File: config.mk
export PLATFORM = sky130hd
export DESIGN_NAME = ditau_trigger_unit
export DESIGN_NICKNAME = d
export VERILOG_FILES = /design/src/ditau_pkg.sv /design/src/ditau_edge_sync.sv /design/src/ditau_trigger_unit.sv
export SDC_FILE = /design/constraint.sdc
export NUM_CORES = 1
export LEC_CHECK = 0
export BUFFER_PORTS_ARGS = -buffer_cell sky130_fd_sc_hd__buf_2
export CORE_MARGIN = 3
export CORE_UTILIZATION = 51
export DETAILED_ROUTE_END_ITERATION = 6
export PLACE_DENSITY_LB_ADDON = 0.08
export SLEW_MARGIN = 20
export SYNTH_ARGS = -nofsm -noshare
export SYNTH_HDL_FRONTEND = slang
export SYNTH_SLANG_ARGS = --single-unit
export TNS_END_PERCENT = 50
File: constraint.sdc
create_clock -name i_mclk -period 10.1 [get_ports i_mclk]
set_clock_uncertainty 0.2 [all_clocks]
set_input_delay 1.01 -clock i_mclk [delete_from_list [all_inputs] [get_ports i_mclk]]
set_output_delay 1.01 -clock i_mclk [all_outputs]
set_load 0.005 [all_outputs]
File: src/ditau_pkg.sv
// package: constants and carrier types of the dual input trigger angle unit
package ditau_pkg;

  // ---------------------------------------------------------------
  // register map (word offsets on the plain register port)
  // ---------------------------------------------------------------
  localparam logic [3:0] ADDR_CTRL     = 4'h0;
  localparam logic [3:0] ADDR_REV_LEN  = 4'h1;
  localparam logic [3:0] ADDR_DELAY    = 4'h2;
  localparam logic [3:0] ADDR_STATUS   = 4'h3;
  localparam logic [3:0] ADDR_ANGLE    = 4'h4;
  localparam logic [3:0] ADDR_STARTS   = 4'h5;

  // ---------------------------------------------------------------
  // control field layout
  // ---------------------------------------------------------------
  localparam int CTRL_MODE_LSB = 0;
  localparam int CTRL_GATE_BIT = 2;

  // ---------------------------------------------------------------
  // widths, limits and reset values
  // ---------------------------------------------------------------
  localparam int ANGLE_W = 15;
  localparam int DELAY_W = 16;
  localparam logic [14:0] REV_LEN_MIN   = 15'h0002;
  localparam logic [14:0] REV_LEN_MAX   = 15'h7FFF;
  localparam logic [14:0] REV_LEN_RESET = 15'h0168;
  localparam logic [15:0] DELAY_RESET   = 16'h0000;

  typedef enum logic [1:0] {
    MODE_OFF,
    MODE_EDGE,
    MODE_WINDOW,
    MODE_ANGLE
  } ditau_mode_t;

  // edge events of one synchronised trigger input
  typedef struct packed {
    logic level;
    logic rise;
    logic fall;
  } ditau_edge_t;

  // start indications toward the channel logic
  typedef struct packed {
    logic start_pulse;
    logic window_active;
    logic rev_wrap;
  } ditau_start_t;

endpackage : ditau_pkg

File: src/ditau_edge_sync.sv
// two-stage synchroniser with edge detection for one trigger pin
`timescale 1ns/100ps
`default_nettype none

module ditau_edge_sync (
  // clock and reset
  input  wire logic            i_mclk,
  input  wire logic            i_rst,
  // pin and events
  input  wire logic            i_pin,
  output ditau_pkg::ditau_edge_t o_edge
);

  logic meta_ff;
  logic sync_ff;
  logic last_ff;
  logic nxt_meta;
  logic nxt_sync;
  logic nxt_last;

  always_comb begin
    nxt_meta = i_pin;
    nxt_sync = meta_ff;
    nxt_last = sync_ff;
  end

  always_ff @(posedge i_mclk or posedge i_rst) begin
    if (i_rst) begin
      meta_ff <= 1'b0;
      sync_ff <= 1'b0;
      last_ff <= 1'b0;
    end else begin
      meta_ff <= nxt_meta;
      sync_ff <= nxt_sync;
      last_ff <= nxt_last;
    end
  end

  // edges seen only after the second stage
  assign o_edge.level = sync_ff;
  assign o_edge.rise  = sync_ff & ~last_ff;
  assign o_edge.fall  = ~sync_ff & last_ff;

endmodule : ditau_edge_sync

`default_nettype wire

File: src/ditau_trigger_unit.sv
// trigger unit: mode control, gating, window delay and angle counter
`timescale 1ns/100ps
`default_nettype none

module ditau_trigger_unit #(
  parameter int ANGLE_W = ditau_pkg::ANGLE_W,
  parameter int DELAY_W = ditau_pkg::DELAY_W
) (
  // clock and reset
  input  wire logic               i_mclk,
  input  wire logic               i_rst,
  // trigger pins
  input  wire logic               i_trig_one,
  input  wire logic               i_trig_two,
  // register port
  input  wire logic [3:0]         i_addr,
  input  wire logic [31:0]        i_wdata,
  input  wire logic               i_wr,
  input  wire logic               i_rd,
  output logic [31:0]             o_rdata,
  // channel side
  output ditau_pkg::ditau_start_t o_start,
  output logic [ANGLE_W-1:0]      o_angle
);

  // ---------------------------------------------------------------
  // input synchronisers
  // ---------------------------------------------------------------
  // pins are asynchronous: every event lags its pin by two clocks
  ditau_pkg::ditau_edge_t ev_one;
  ditau_pkg::ditau_edge_t ev_two;

  ditau_edge_sync u_sync_one (
    .i_mclk (i_mclk),
    .i_rst  (i_rst),
    .i_pin  (i_trig_one),
    .o_edge (ev_one)
  );

  ditau_edge_sync u_sync_two (
    .i_mclk (i_mclk),
    .i_rst  (i_rst),
    .i_pin  (i_trig_two),
    .o_edge (ev_two)
  );

  // ---------------------------------------------------------------
  // mode decode helpers
  // ---------------------------------------------------------------
  // off mode freezes the gate bit as the new mode, and as the old mode unless angle mode is written
  function automatic logic mode_is_off(input ditau_pkg::ditau_mode_t mode);
    return mode == ditau_pkg::MODE_OFF;
  endfunction

  // only edge and window mode can use input two as a gate
  function automatic logic mode_takes_gate(input ditau_pkg::ditau_mode_t mode);
    return mode == ditau_pkg::MODE_EDGE || mode == ditau_pkg::MODE_WINDOW;
  endfunction

  // ---------------------------------------------------------------
  // configuration registers
  // ---------------------------------------------------------------
  // writes land at the next edge; a read in the same cycle sees the old value
  ditau_pkg::ditau_mode_t trigger_start_mode_select_ff;
  ditau_pkg::ditau_mode_t nxt_trigger_start_mode_select;
  logic                   second_input_gating_enable_ff;
  logic                   nxt_second_input_gating_enable;
  logic [ANGLE_W-1:0]     rev_len_ff;
  logic [ANGLE_W-1:0]     nxt_rev_len;
  logic [DELAY_W-1:0]     delay_ff;
  logic [DELAY_W-1:0]     nxt_delay;
  logic [ANGLE_W-1:0]     wr_len;
  ditau_pkg::ditau_mode_t wr_mode;

  always_comb begin
    nxt_trigger_start_mode_select  = trigger_start_mode_select_ff;
    nxt_second_input_gating_enable = second_input_gating_enable_ff;
    nxt_rev_len                    = rev_len_ff;
    nxt_delay                      = delay_ff;
    wr_mode = ditau_pkg::ditau_mode_t'(i_wdata[ditau_pkg::CTRL_MODE_LSB +: 2]);
    wr_len  = i_wdata[ANGLE_W-1:0];
    if (i_wr) begin
      unique case (i_addr)
        ditau_pkg::ADDR_CTRL: begin
          nxt_trigger_start_mode_select = wr_mode;
          if (wr_mode == ditau_pkg::MODE_ANGLE) begin
            nxt_second_input_gating_enable = 1'b1;
          end else if (!mode_is_off(trigger_start_mode_select_ff) &&
                       mode_takes_gate(wr_mode)) begin
            nxt_second_input_gating_enable = i_wdata[ditau_pkg::CTRL_GATE_BIT];
          end
        end
        ditau_pkg::ADDR_REV_LEN: begin
          // clamp to legal range
          // a length of one would wrap on every tooth
          if (wr_len < ANGLE_W'(ditau_pkg::REV_LEN_MIN)) begin
            nxt_rev_len = ANGLE_W'(ditau_pkg::REV_LEN_MIN);
          end else begin
            nxt_rev_len = wr_len;
          end
        end
        ditau_pkg::ADDR_DELAY: begin
          nxt_delay = i_wdata[DELAY_W-1:0];
        end
        default: begin
        end
      endcase
    end
  end

  always_ff @(posedge i_mclk or posedge i_rst) begin
    if (i_rst) begin
      trigger_start_mode_select_ff  <= ditau_pkg::MODE_OFF;
      second_input_gating_enable_ff <= 1'b0;
      rev_len_ff                    <= ditau_pkg::REV_LEN_RESET;
      delay_ff                      <= ditau_pkg::DELAY_RESET;
    end else begin
      trigger_start_mode_select_ff  <= nxt_trigger_start_mode_select;
      second_input_gating_enable_ff <= nxt_second_input_gating_enable;
      rev_len_ff                    <= nxt_rev_len;
      delay_ff                      <= nxt_delay;
    end
  end

  // ---------------------------------------------------------------
  // trigger engine
  // ---------------------------------------------------------------
  logic               gate_ok;
  logic               qual_rise;
  logic               start_ff;
  logic               nxt_start;
  logic               win_ff;
  logic               nxt_win;
  logic               win_wait_ff;
  logic               nxt_win_wait;
  logic [DELAY_W-1:0] dly_cnt_ff;
  logic [DELAY_W-1:0] nxt_dly_cnt;
  logic [ANGLE_W-1:0] angle_ff;
  logic [ANGLE_W-1:0] nxt_angle;
  logic               wrap_ff;
  logic               nxt_wrap;
  logic [31:0]        starts_ff;
  logic [31:0]        nxt_starts;

  // gate level is the synced pin, so it lags exactly like the edges
  // gate needs input-two high
  assign gate_ok   = ~second_input_gating_enable_ff | ev_two.level;
  assign qual_rise = ev_one.rise & gate_ok;

  always_comb begin
    nxt_start    = 1'b0;
    nxt_win      = win_ff;
    nxt_win_wait = win_wait_ff;
    nxt_dly_cnt  = dly_cnt_ff;
    nxt_angle    = angle_ff;
    nxt_wrap     = 1'b0;
    unique case (trigger_start_mode_select_ff)
      ditau_pkg::MODE_OFF: begin
        nxt_win      = 1'b0;
        nxt_win_wait = 1'b0;
      end
      ditau_pkg::MODE_EDGE: begin
        nxt_win      = 1'b0;
        nxt_win_wait = 1'b0;
        nxt_start    = qual_rise;
      end
      ditau_pkg::MODE_WINDOW: begin
        // gate qualifies the opening rise only; a close is never gated
        // fall closes window
        if (ev_one.fall) begin
          nxt_win      = 1'b0;
          nxt_win_wait = 1'b0;
        end else if (qual_rise) begin
          if (delay_ff == '0) begin
            nxt_win   = 1'b1;
            nxt_start = 1'b1;
          end else begin
            nxt_win_wait = 1'b1;
            // count down from the programmed delay, in clock cycles
            nxt_dly_cnt  = delay_ff;
          end
        end else if (win_wait_ff) begin
          if (dly_cnt_ff == DELAY_W'(1)) begin
            nxt_win_wait = 1'b0;
            nxt_win      = 1'b1;
            nxt_start    = 1'b1;
          end else begin
            nxt_dly_cnt = dly_cnt_ff - DELAY_W'(1);
          end
        end
      end
      ditau_pkg::MODE_ANGLE: begin
        nxt_win      = 1'b0;
        nxt_win_wait = 1'b0;
        // zero mark wins over a tooth fall in the same cycle
        // zero mark clears counter
        if (ev_one.rise) begin
          nxt_angle = '0;
        end else if (ev_two.fall) begin
          if (angle_ff >= rev_len_ff - ANGLE_W'(1)) begin
            nxt_angle = '0;
            nxt_wrap  = 1'b1;
          end else begin
            nxt_angle = angle_ff + ANGLE_W'(1);
          end
        end
      end
    endcase
    // start count wraps silently at its full width
    nxt_starts = starts_ff + {31'h0, nxt_start};
  end

  always_ff @(posedge i_mclk or posedge i_rst) begin
    if (i_rst) begin
      start_ff    <= 1'b0;
      win_ff      <= 1'b0;
      win_wait_ff <= 1'b0;
      dly_cnt_ff  <= '0;
      angle_ff    <= '0;
      wrap_ff     <= 1'b0;
      starts_ff   <= 32'h0;
    end else begin
      start_ff    <= nxt_start;
      win_ff      <= nxt_win;
      win_wait_ff <= nxt_win_wait;
      dly_cnt_ff  <= nxt_dly_cnt;
      angle_ff    <= nxt_angle;
      wrap_ff     <= nxt_wrap;
      starts_ff   <= nxt_starts;
    end
  end

  // every channel-side output comes straight from a flip-flop
  // counter is angular position
  assign o_angle               = angle_ff;
  assign o_start.start_pulse   = start_ff;
  assign o_start.window_active = win_ff;
  assign o_start.rev_wrap      = wrap_ff;

  // ---------------------------------------------------------------
  // read path
  // ---------------------------------------------------------------
  // read data stand one cycle only and read zero otherwise
  logic [31:0] rdata_ff;
  logic [31:0] nxt_rdata;

  always_comb begin
    nxt_rdata = 32'h0;
    if (i_rd) begin
      unique case (i_addr)
        ditau_pkg::ADDR_CTRL: begin
          nxt_rdata[ditau_pkg::CTRL_MODE_LSB +: 2] = trigger_start_mode_select_ff;
          nxt_rdata[ditau_pkg::CTRL_GATE_BIT]      = second_input_gating_enable_ff;
        end
        ditau_pkg::ADDR_REV_LEN: nxt_rdata[ANGLE_W-1:0] = rev_len_ff;
        ditau_pkg::ADDR_DELAY:   nxt_rdata[DELAY_W-1:0] = delay_ff;
        // status: synced pin levels, delay pending, window open
        ditau_pkg::ADDR_STATUS:  nxt_rdata[3:0] = {ev_two.level, ev_one.level,
                                                   win_wait_ff, win_ff};
        ditau_pkg::ADDR_ANGLE:   nxt_rdata[ANGLE_W-1:0] = angle_ff;
        ditau_pkg::ADDR_STARTS:  nxt_rdata = starts_ff;
        default:                 nxt_rdata = 32'h0;
      endcase
    end
  end

  always_ff @(posedge i_mclk or posedge i_rst) begin
    if (i_rst) begin
      rdata_ff <= 32'h0;
    end else begin
      rdata_ff <= nxt_rdata;
    end
  end

  assign o_rdata = rdata_ff;

endmodule : ditau_trigger_unit

`default_nettype wire

# Word level (Yosys, flattened, before mapping)

Cells that the tools add are included.

Add/sub/neg operators: 4
Order comparisons: 2
Equality and inequality tests: 18
Mux-type cells: 38
Bitwise gates (word level): 10
Reduce and logical (&&, ||, !) cells: 17

Operators by type and width:

| operator              | count |
|---|---|
| $mux 16               | 5 |
| $mux 15               | 4 |
| $pmux 11 s4           | 1 |
| $add 32x1->32         | 1 |
| $mux 32               | 1 |
| $mux 1                | 21 |
| $pmux 3 s6            | 1 |
| $eq 16x1->1 const B   | 1 |
| $logic_not 16->1      | 1 |
| $ne 4x4->1 const B    | 4 |
| $sub 16x1->16 const B | 1 |
| $add 15x1->15 const B | 1 |
| $ge 15x15->1          | 1 |
| $lt 15x2->1 const B   | 1 |
| $sub 15x1->15 const B | 1 |
| $eq 2x2->1 const B    | 4 |
| $eq 4x2->1 const B    | 2 |
| $eq 4x3->1 const B    | 2 |
| $pmux 1 s2            | 4 |
| $reduce_and 2->1      | 4 |
| $reduce_and 3->1      | 2 |
| $reduce_bool 2->1     | 3 |
| $not 1->1             | 5 |
| $pmux 1 s5            | 1 |
| other kinds (12)      | 17 |

Bits in registers: 139
Bits of input ports: 42
Logic and storage cells: 107

# Longest topological paths before layout

Gate-level depths: netlist of run 1.

Word-level depth: 7
Depth in mapped cells: 13

# By module

From an unflattened synthesis of run 1, not the netlist that was laid out.

Cell total of the unflattened synthesis: 682
Area total of the unflattened synthesis: 7043.0 µm²

Modules (own cells, without submodules):

| module             | times used | cells each | area each (µm²) | seq. area each (µm²) |
|---|---|---|---|---|
| ditau_trigger_unit | 1          | 668        | 6840.3          | 3333.2 |
| ditau_edge_sync    | 2          | 7          | 101.3           | 75.1 |

# Least setup slack after synthesis of run 1

OpenSTA, ideal clock, no wires.

Path type: reg2reg
Start: register dly_cnt_ff[14]
End: register starts_ff[22]
Library setup time: 0.123 ns
Arrival: 2.875 ns
Required time: 9.777 ns
Slack: 6.902 ns
Stages on the path, launching flop included: 12
Cell sequence: dfrtp_1 or4_4 or2_1 nor4_1 o21ai_0 a21boi_1 ha_1 ha_1 nand4_1 nor2_1 nand3_1 xnor2_1

Cells in the longest elaborated chain, start to end: 7

RTL lines:

| element                | RTL line                  | source |
|---|---|---|
| from (decl)            | ditau_trigger_unit.sv:136 | `logic [DELAY_W-1:0] dly_cnt_ff;` |
| from (signal assigned) | ditau_trigger_unit.sv:226 | `dly_cnt_ff <= nxt_dly_cnt;` |
| $eq 16x1->1            | ditau_trigger_unit.sv:183 | `if (dly_cnt_ff == DELAY_W'(1)) begin` |
| $mux 1                 | ditau_trigger_unit.sv:183 |  |
| $mux 1                 | ditau_trigger_unit.sv:182 | `end else if (win_wait_ff) begin` |
| $mux 1                 | ditau_trigger_unit.sv:173 | `end else if (qual_rise) begin` |
| $mux 1                 | ditau_trigger_unit.sv:170 | `if (ev_one.fall) begin` |
| $pmux 1 s2             | ditau_trigger_unit.sv:157 | `unique case (trigger_start_mode_select_ff)` |
| net nxt_start          | ditau_trigger_unit.sv:131 | `logic nxt_start;` |
| $add 32x1->32          | ditau_trigger_unit.sv:210 | `nxt_starts = starts_ff + {31'h0, nxt_start};` |
| net nxt_starts[22]     | ditau_trigger_unit.sv:143 | `logic [31:0] nxt_starts;` |
| to (signal assigned)   | ditau_trigger_unit.sv:229 | `starts_ff <= nxt_starts;` |
| to (decl)              | ditau_trigger_unit.sv:142 | `logic [31:0] starts_ff;` |

The timed path passes the listed nets, and every way through them passes these cells.
A chain may end at the register's enable or synchronous reset.

# Worst setup path in the final report of run 1

Start: register u_sync_one.sync_ff (netlist: u_sync_one.nxt_last)
End: register starts_ff[22]

Cells in the longest elaborated chain, start to end: 6

RTL lines:

| element                | RTL line                  | source |
|---|---|---|
| from (decl)            | ditau_edge_sync.sv:15     | `logic sync_ff;` |
| from (signal assigned) | ditau_edge_sync.sv:34     | `sync_ff <= nxt_sync;` |
| $and 1x1->1            | ditau_edge_sync.sv:41     | `assign o_edge.rise = sync_ff & ~last_ff;` |
| $and 1x1->1            | ditau_trigger_unit.sv:148 | `assign qual_rise = ev_one.rise & gate_ok;` |
| $mux 1                 | ditau_trigger_unit.sv:173 |  |
| $mux 1                 | ditau_trigger_unit.sv:170 |  |
| $pmux 1 s2 (*)         | ditau_trigger_unit.sv:157 |  |
| net nxt_start          | ditau_trigger_unit.sv:131 |  |
| $add 32x1->32 (*)      | ditau_trigger_unit.sv:210 |  |
| net nxt_starts[22]     | ditau_trigger_unit.sv:143 |  |

The timed path passes the listed nets; every way through them passes the cells marked *.

==> results of run 1 <==
==> logic make-up (layout without fill, tap and decap cells) <==
kind of cell | count (synthesis) | count (layout) | synth area share [%]
compound gates | 111 | 111 | 11.72
xor+xnor | 56 | 56 | 6.918
fa+ha+maj | 26 | 26 | 4.589
buf+inv | 47 | 131 | 3.406
flops | 139 | 139 | 49.14
mux | 32 | 32 | 5.048
simple gates | 263 | 263 | 19.18
==> cell usage after synthesis, types with 7 or more instances <==
library cell	n	area (um^2)
nor4_1	16	100.1
nand3_1	22	110.1
o21ai_0	12	60.06
nor2_1	57	214.0
ha_1	26	325.3
nor2b_1	7	43.79
a21oi_1	28	140.1
a222oi_1	14	140.1
nand2_1	61	229.0
a2bb2oi_1	7	61.31
dfrtp_1	135	3378
mux2_2	30	337.8
and3_1	25	156.4
xor2_1	13	113.9
clkbuf_1	17	63.81
xnor2_1	43	376.6
nand4_1	10	62.56
inv_1	19	71.32
nor3_1	23	115.1
==> final cells by class <==
class	instances	area [um^2]	area share [%]
sequential	139	3483	42.80
tap	176	220.2	2.706
clock inverter	12	141.4	1.737
clock buffer	19	432.9	5.319
timing repair buffer	81	420.4	5.165
inverter	19	76.32	0.9377
multi-input combinational	488	3364	41.34
==> final timing paths <==
check / slack (ns) / to / start
max: 5.61 / starts_ff[22]$_DFF_PP0_ / u_sync_one.nxt_last$_DFF_PP0_
min: 0.15 / u_sync_two.nxt_last$_DFF_PP0_ / u_sync_two.meta_ff$_DFF_PP0_
max reg2reg: 5.61 / starts_ff[22]$_DFF_PP0_ / u_sync_one.nxt_last$_DFF_PP0_
min reg2reg: 0.15 / u_sync_two.nxt_last$_DFF_PP0_ / u_sync_two.meta_ff$_DFF_PP0_
max in group asynchronous: 7.98 / starts_ff[20]$_DFF_PP0_ / i_rst
min in group asynchronous: 0.49 / o_angle[14]$_DFFE_PP0P_ / i_rst
==> sequential cells by signal (all words and copies together) (netlist names), 2 cells and up <==
name	flops
delay_ff	16
dly_cnt_ff	16
o_angle	15
o_rdata	32
rev_len_ff	15
starts_ff	32
trigger_start_mode_select_ff	2
==> metrics by stage <==
step / utilization (%) / worst slack, ns / hold slack (ns) / instances
2_1_floorplan: - / 5.172 / 0.1312 / 674
3_3_place_gp: 56.40 / 5.721 / 0.1328 / 902
3_5_place_dp: 56.40 / 5.585 / 0.1379 / 902
4_1_cts: 60.68 / 5.551 / 0.1509 / 933
5_1_grt: 60.74 / 5.123 / 0.1521 / 934
6_report: 60.74 / 5.607 / 0.1506 / 934
==> per-layer routing <==
| layer | track usage, % | share of wire, % | wire length, um |
|---|---|---|---|
| met1 | 34.31 | 46 | 7946 |
| met2 | 35.52 | 46 | 8001 |
| met3 | 4.995 | 6.3 | 1090 |
| met4 | 7.871 | 2.0 | 349 |
| met5 | 0 | 0 | 0 |
==> where the power goes <==
part           internal, W  switching, W
clock network     0.000365      0.000249
logic             0.000115      0.000128
registers         0.000625     0.0000996
==> metrics.txt, run 1 <==
1st-pass router iterations=7; synthesized net count=roughly 740; max_cap viols=0; final setup TNS=0 ns; fillers=between 1000 and 1500; clk sink count=approximately 140; Die Y=around 120 um; Worst Hold Class=flop to flop; die area=about 15000 um^2; Worst Tran Pin Value=roughly 0.9 ns; Crit Path Max Fanout=31; Top cell by count, worst path=ha_1; EDFF count, synth=0; Top delay family on crit path=simple AND/OR/NAND/NOR gates; Seq cells post-synth=~140; Crit Path Class=flop to flop; most frequent cells in the layout=dfrtp_1 (135), buf_2 (75), nand2_1 (61); Tcrit/Tclk final=roughly 44%; Buf+Inv Stages, Crit Path=0; P_leak=about 3.7 nW; Worst IR Drop VDD=approximately 0.00011 V; Max H-tree Level=4; # IOs=between 90 and 100; cts hold-fix bufs=0; number of global-route vias before repair=between 5000 and 6000; Netlist Area Pre-Place=roughly 7100 um^2; Setup Viol. Count Final=0; root buffer cell=clkbuf_16; total power density per cell area=between 150 and 200 nW/um^2; IO buf count=75; Initial Utilization=52.90%; failing checks=design-rule violations; area delta synth->final=14.81%; WP depth=11; min cycle time layout=4.493 ns; largest net degree at the start of global routing=83; CP cell instances=nor2b_1 -> nand2_2 -> nor4_1 -> o21ai_0 -> a21boi_1 -> ha_1 -> ha_1 -> nand4_1 -> nor2_1 -> nand3_1 -> xnor2_1; Top FF cell, synth=dfrtp_1; gr usage total=approximately a quarter; Syn Area/Cell=between 10 and 15 um^2; via count=5618; Reg2Reg Depth=11; CP endpoint kind=flop; later-pin clock latency in the skew report=0.44 ns; die width=~120 um; total CTS buffers=17; initial antenna violation count=0; Rows=42; most common cell after layout, fill and taps aside=dfrtp_1; TritonCTS clock tree=built; Layout Nets=slightly above 800; GPL Wtd Cong=approximately 0.87; routed vias/inst=about 6.0; First DRT Iteration DRCs=713; RSZ-0062 raised after global routing=no; layout cells sized above 1=a little over a fifth; Post-Route WL=between 15000 and 20000 um; setup bufs post-CTS=0; Pwr Total=0.001581 W; FFs w/ async S/R, synth=100.0%; Core Area=roughly 13000 um^2; Worst Path Arrival=4.61 ns; CP Launch Type=flop; hpwl dp=approximately 12000 um; WHS Path Cells=0; first-pass GRT wire length=27700 um; DP Area=approximately 7600 um^2; number of warnings issued by yosys=0; grt ovf=0; cts repair resizes=0; Post-DRT Antenna Nets=0; max incr delay on CP=between 0.6 and 0.7 ns; Worst EP required=10.22 ns; WL/cell=approximately 19 um; Fin. Hold Viols=0; worst relative slew slack=between 30% and 40%; status=finished with violations; sequential fraction of the synthesis area=between 40 and 50%; Clk pin slew, worst setup/hold paths=approximately 0.060 ns; Finished Cell Area=8139 um^2; Final Max Tran Viols=0; Crit-path slowest cell=nor2b_1; Unique masters post-synth=71; post-synthesis instance total=around 670; Max clock buf depth=2; Fmax=222.6 MHz; number of diodes=0; DRC errors left=4
(Power assumes the default switching activity.)
==> run 2, diff against run 1 <==
clock period = 4.5 ns   (was 10.1 ns; I/O delays follow)
==> metrics.txt, run 2 (synthesis gave the netlist of run 1 again) <==
Top cell by count, worst path=nand4_1; number of global-route vias before repair=5348 (+2.6%); max_cap viols=0 (unchanged); Comb power frac=16.1% (+0.7 points); Crit Path Max Fanout=6 (-81%); most frequent cells in the layout=dfrtp_1 (135), buf_2 (75), nand2_1 (61); grt ovf=0 (unchanged); die area=15350 um^2 (unchanged); CP endpoint kind=flop; Initial Utilization=52.90% (unchanged); min cycle time layout=4.256 ns (-0.2368 ns); final core occ=60.69% (about the same); later-pin clock latency in the skew report=0.42 ns (-0.02 ns); Worst Path Arrival=4.38 ns (-0.23 ns); gr usage total=24.49% (+0.84 points); initial antenna violation count=1 (+1); Clk pin slew, worst setup/hold paths=0.06 ns (about the same); Final Max Tran Viols=0 (unchanged); RSZ-0062 raised after global routing=no; Placed Cells=903 (+0.11%); Pwr Total=0.003467 W (+120%); Crit Path Class=flop to flop; Rows=42 (unchanged); via count=5566 (-0.93%); DRC errors left=0 (-4); Max H-tree Level=4 (unchanged); first-pass GRT wire length=28640 um (+3.4%); clock network fraction of total power=37.0% (-1.8 points); Worst Hold Class=input pin to async pin; Seq pwr share=46.9% (+1.1 points); 1st-pass router iterations=7 (unchanged); Crit-path slowest cell=or4_4; total CTS buffers=17 (unchanged); CP Launch Type=flop; DP Area=7565 um^2 (about the same); Layout Nets=816 (+0.25%); TritonCTS clock tree=built; setup bufs post-CTS=0 (unchanged); Core Area=13400 um^2 (unchanged); root buffer cell=clkbuf_16; IO buf count=75 (unchanged); Die Y=123.9 um (unchanged); NetSw=0.001091 W (+130%); largest net degree at the start of global routing=112 (+35%); routed vias/inst=5.940 (-1.2%); status=completed; total power density per cell area=426.3 nW/um^2 (+120%); clk sink count=139 (unchanged); Worst IR Drop VDD=0.0002637 V (+130%); hpwl dp=12750 um (+2.9%); Fmax=235.0 MHz (+5.6%); fillers=1124 (-1.4%); most common cell after layout, fill and taps aside=dfrtp_1; layout cells sized above 1=21.55% (+0.44 points); Finished Cell Area=8133 um^2 (about the same); P_leak=3.708 nW (-0.31%); Setup Viol. Count Final=0 (unchanged); area delta synth->final=14.72% (about the same); Worst Tran Pin Value=0.9952 ns (+0.09957 ns); die width=123.9 um (unchanged); WL/cell=19.01 um (+2.1%); final setup TNS=0 ns (unchanged); CP cell instances=or4_4 -> or2_1 -> nor4_1 -> o21ai_0 -> a21boi_1 -> ha_1 -> and2_1 -> nand4_1 -> nor2_1 -> nand4_1 -> xnor2_1; max incr delay on CP=0.58 ns (-0.06 ns); GPL Wtd Cong=0.8595 (-1.4%); Max clock buf depth=2 (unchanged); fin cells=937 (+0.32%); First DRT Iteration DRCs=575 (-19%); Tcrit/Tclk final=94.58% (+50 points); number of diodes=0 (unchanged); worst relative slew slack=33.65% (-6.3 points); switch share=31.46% (+1.3 points); Post-DRT Antenna Nets=0 (unchanged); Internal=0.002376 W (+120%); # IOs=92 (unchanged); Worst EP required=4.63 ns (-5.59 ns); Post-Route WL=17820 um (+2.5%); Fin. Hold Viols=0 (unchanged)
[run 2: cell types whose count changed in the layout (fill, tap and decap cells not counted), sizes merged]
cell,before,now
buf,80,81
bufinv,2,0
clkbuf,20,18
clkinvlp,2,4
dlygate4sd3,0,2
inv,23,25
[run 2: worst max-delay path, delay by kind of cell, from the launching register on]
| kind | cells | cell delay, ns |
|---|---|---|
| flops | 1 | 0.43 |
| xor+xnor | 1 | 0.20 |
| compound gates | 2 | 0.54 |
| fa+ha+maj | 1 | 0.24 |
| simple gates | 7 | 2.56 |
[run 2: metal layers]
metal	routed length, um	part of all wire [%]	vias up	global-route usage [%]
li1	-	-	2610	-
met1	8002	45	2732	33.90
met2	8539	48	195	39.00
met3	928	5.2	29	4.496
met4	347	1.9	0	8.350
met5	0	0	-	0
[run 2: worst paths after layout]
path	start	to	slack, ns	depth (start not counted)
hold reg to reg	u_sync_one.meta_ff$_DFF_PP0_	u_sync_one.nxt_last$_DFF_PP0_	0.15	0
setup reg to reg	dly_cnt_ff[14]$_DFFE_PP0P_	starts_ff[23]$_DFF_PP0_	0.24	11
setup / recovery	dly_cnt_ff[14]$_DFFE_PP0P_	starts_ff[23]$_DFF_PP0_	0.24	11
min in group i_mclk	i_wdata[15]	delay_ff[15]$_DFFE_PP0P_	0.08	2
max in group asynchronous	i_rst	starts_ff[23]$_DFF_PP0_	3.07	3
hold / removal	i_rst	o_angle[12]$_DFFE_PP0P_	0.05	2
[run 2: power by group through the flow]
stage	sequential [W]	clock, W	combinational [W]
2_1_floorplan	0.00157	0	0.000433
3_3_place_gp	0.00163	0	0.000524
3_5_place_dp	0.00164	0	0.000549
4_1_cts	0.00162	0.00130	0.000557
5_1_grt	0.00165	0.00136	0.000629
6_report	0.00163	0.00128	0.000558
[run 2: cell type report]
| type | instances | area [um^2] | area share, % |
|---|---|---|---|
| well taps | 176 | 220.2 | 2.708 |
| clock buffers | 18 | 429.2 | 5.277 |
| repair buffers | 83 | 440.4 | 5.415 |
| clock inverters | 14 | 110.1 | 1.354 |
| flip-flops and latches | 139 | 3483 | 42.83 |
| inverters | 19 | 76.32 | 0.9385 |
| multi-input cells | 488 | 3373 | 41.48 |
[run 2: per-stage QoR]
stage	hold slack, ns	setup slack (ns)
floorplan	0.1312	0.1321
global placement	0.1313	0.4150
detailed placement	0.1358	0.3029
CTS	0.07061	0.2599
global route	0.07102	0.03966
finish	0.05014	0.2438
[run 2: what timing repair did]
action                                 4_1_cts  5_1_grt
resized for setup                            0        1
hold buffers                                 2        0
endpoints found under the hold margin        2        0
setup endpoints to repair                    0        3
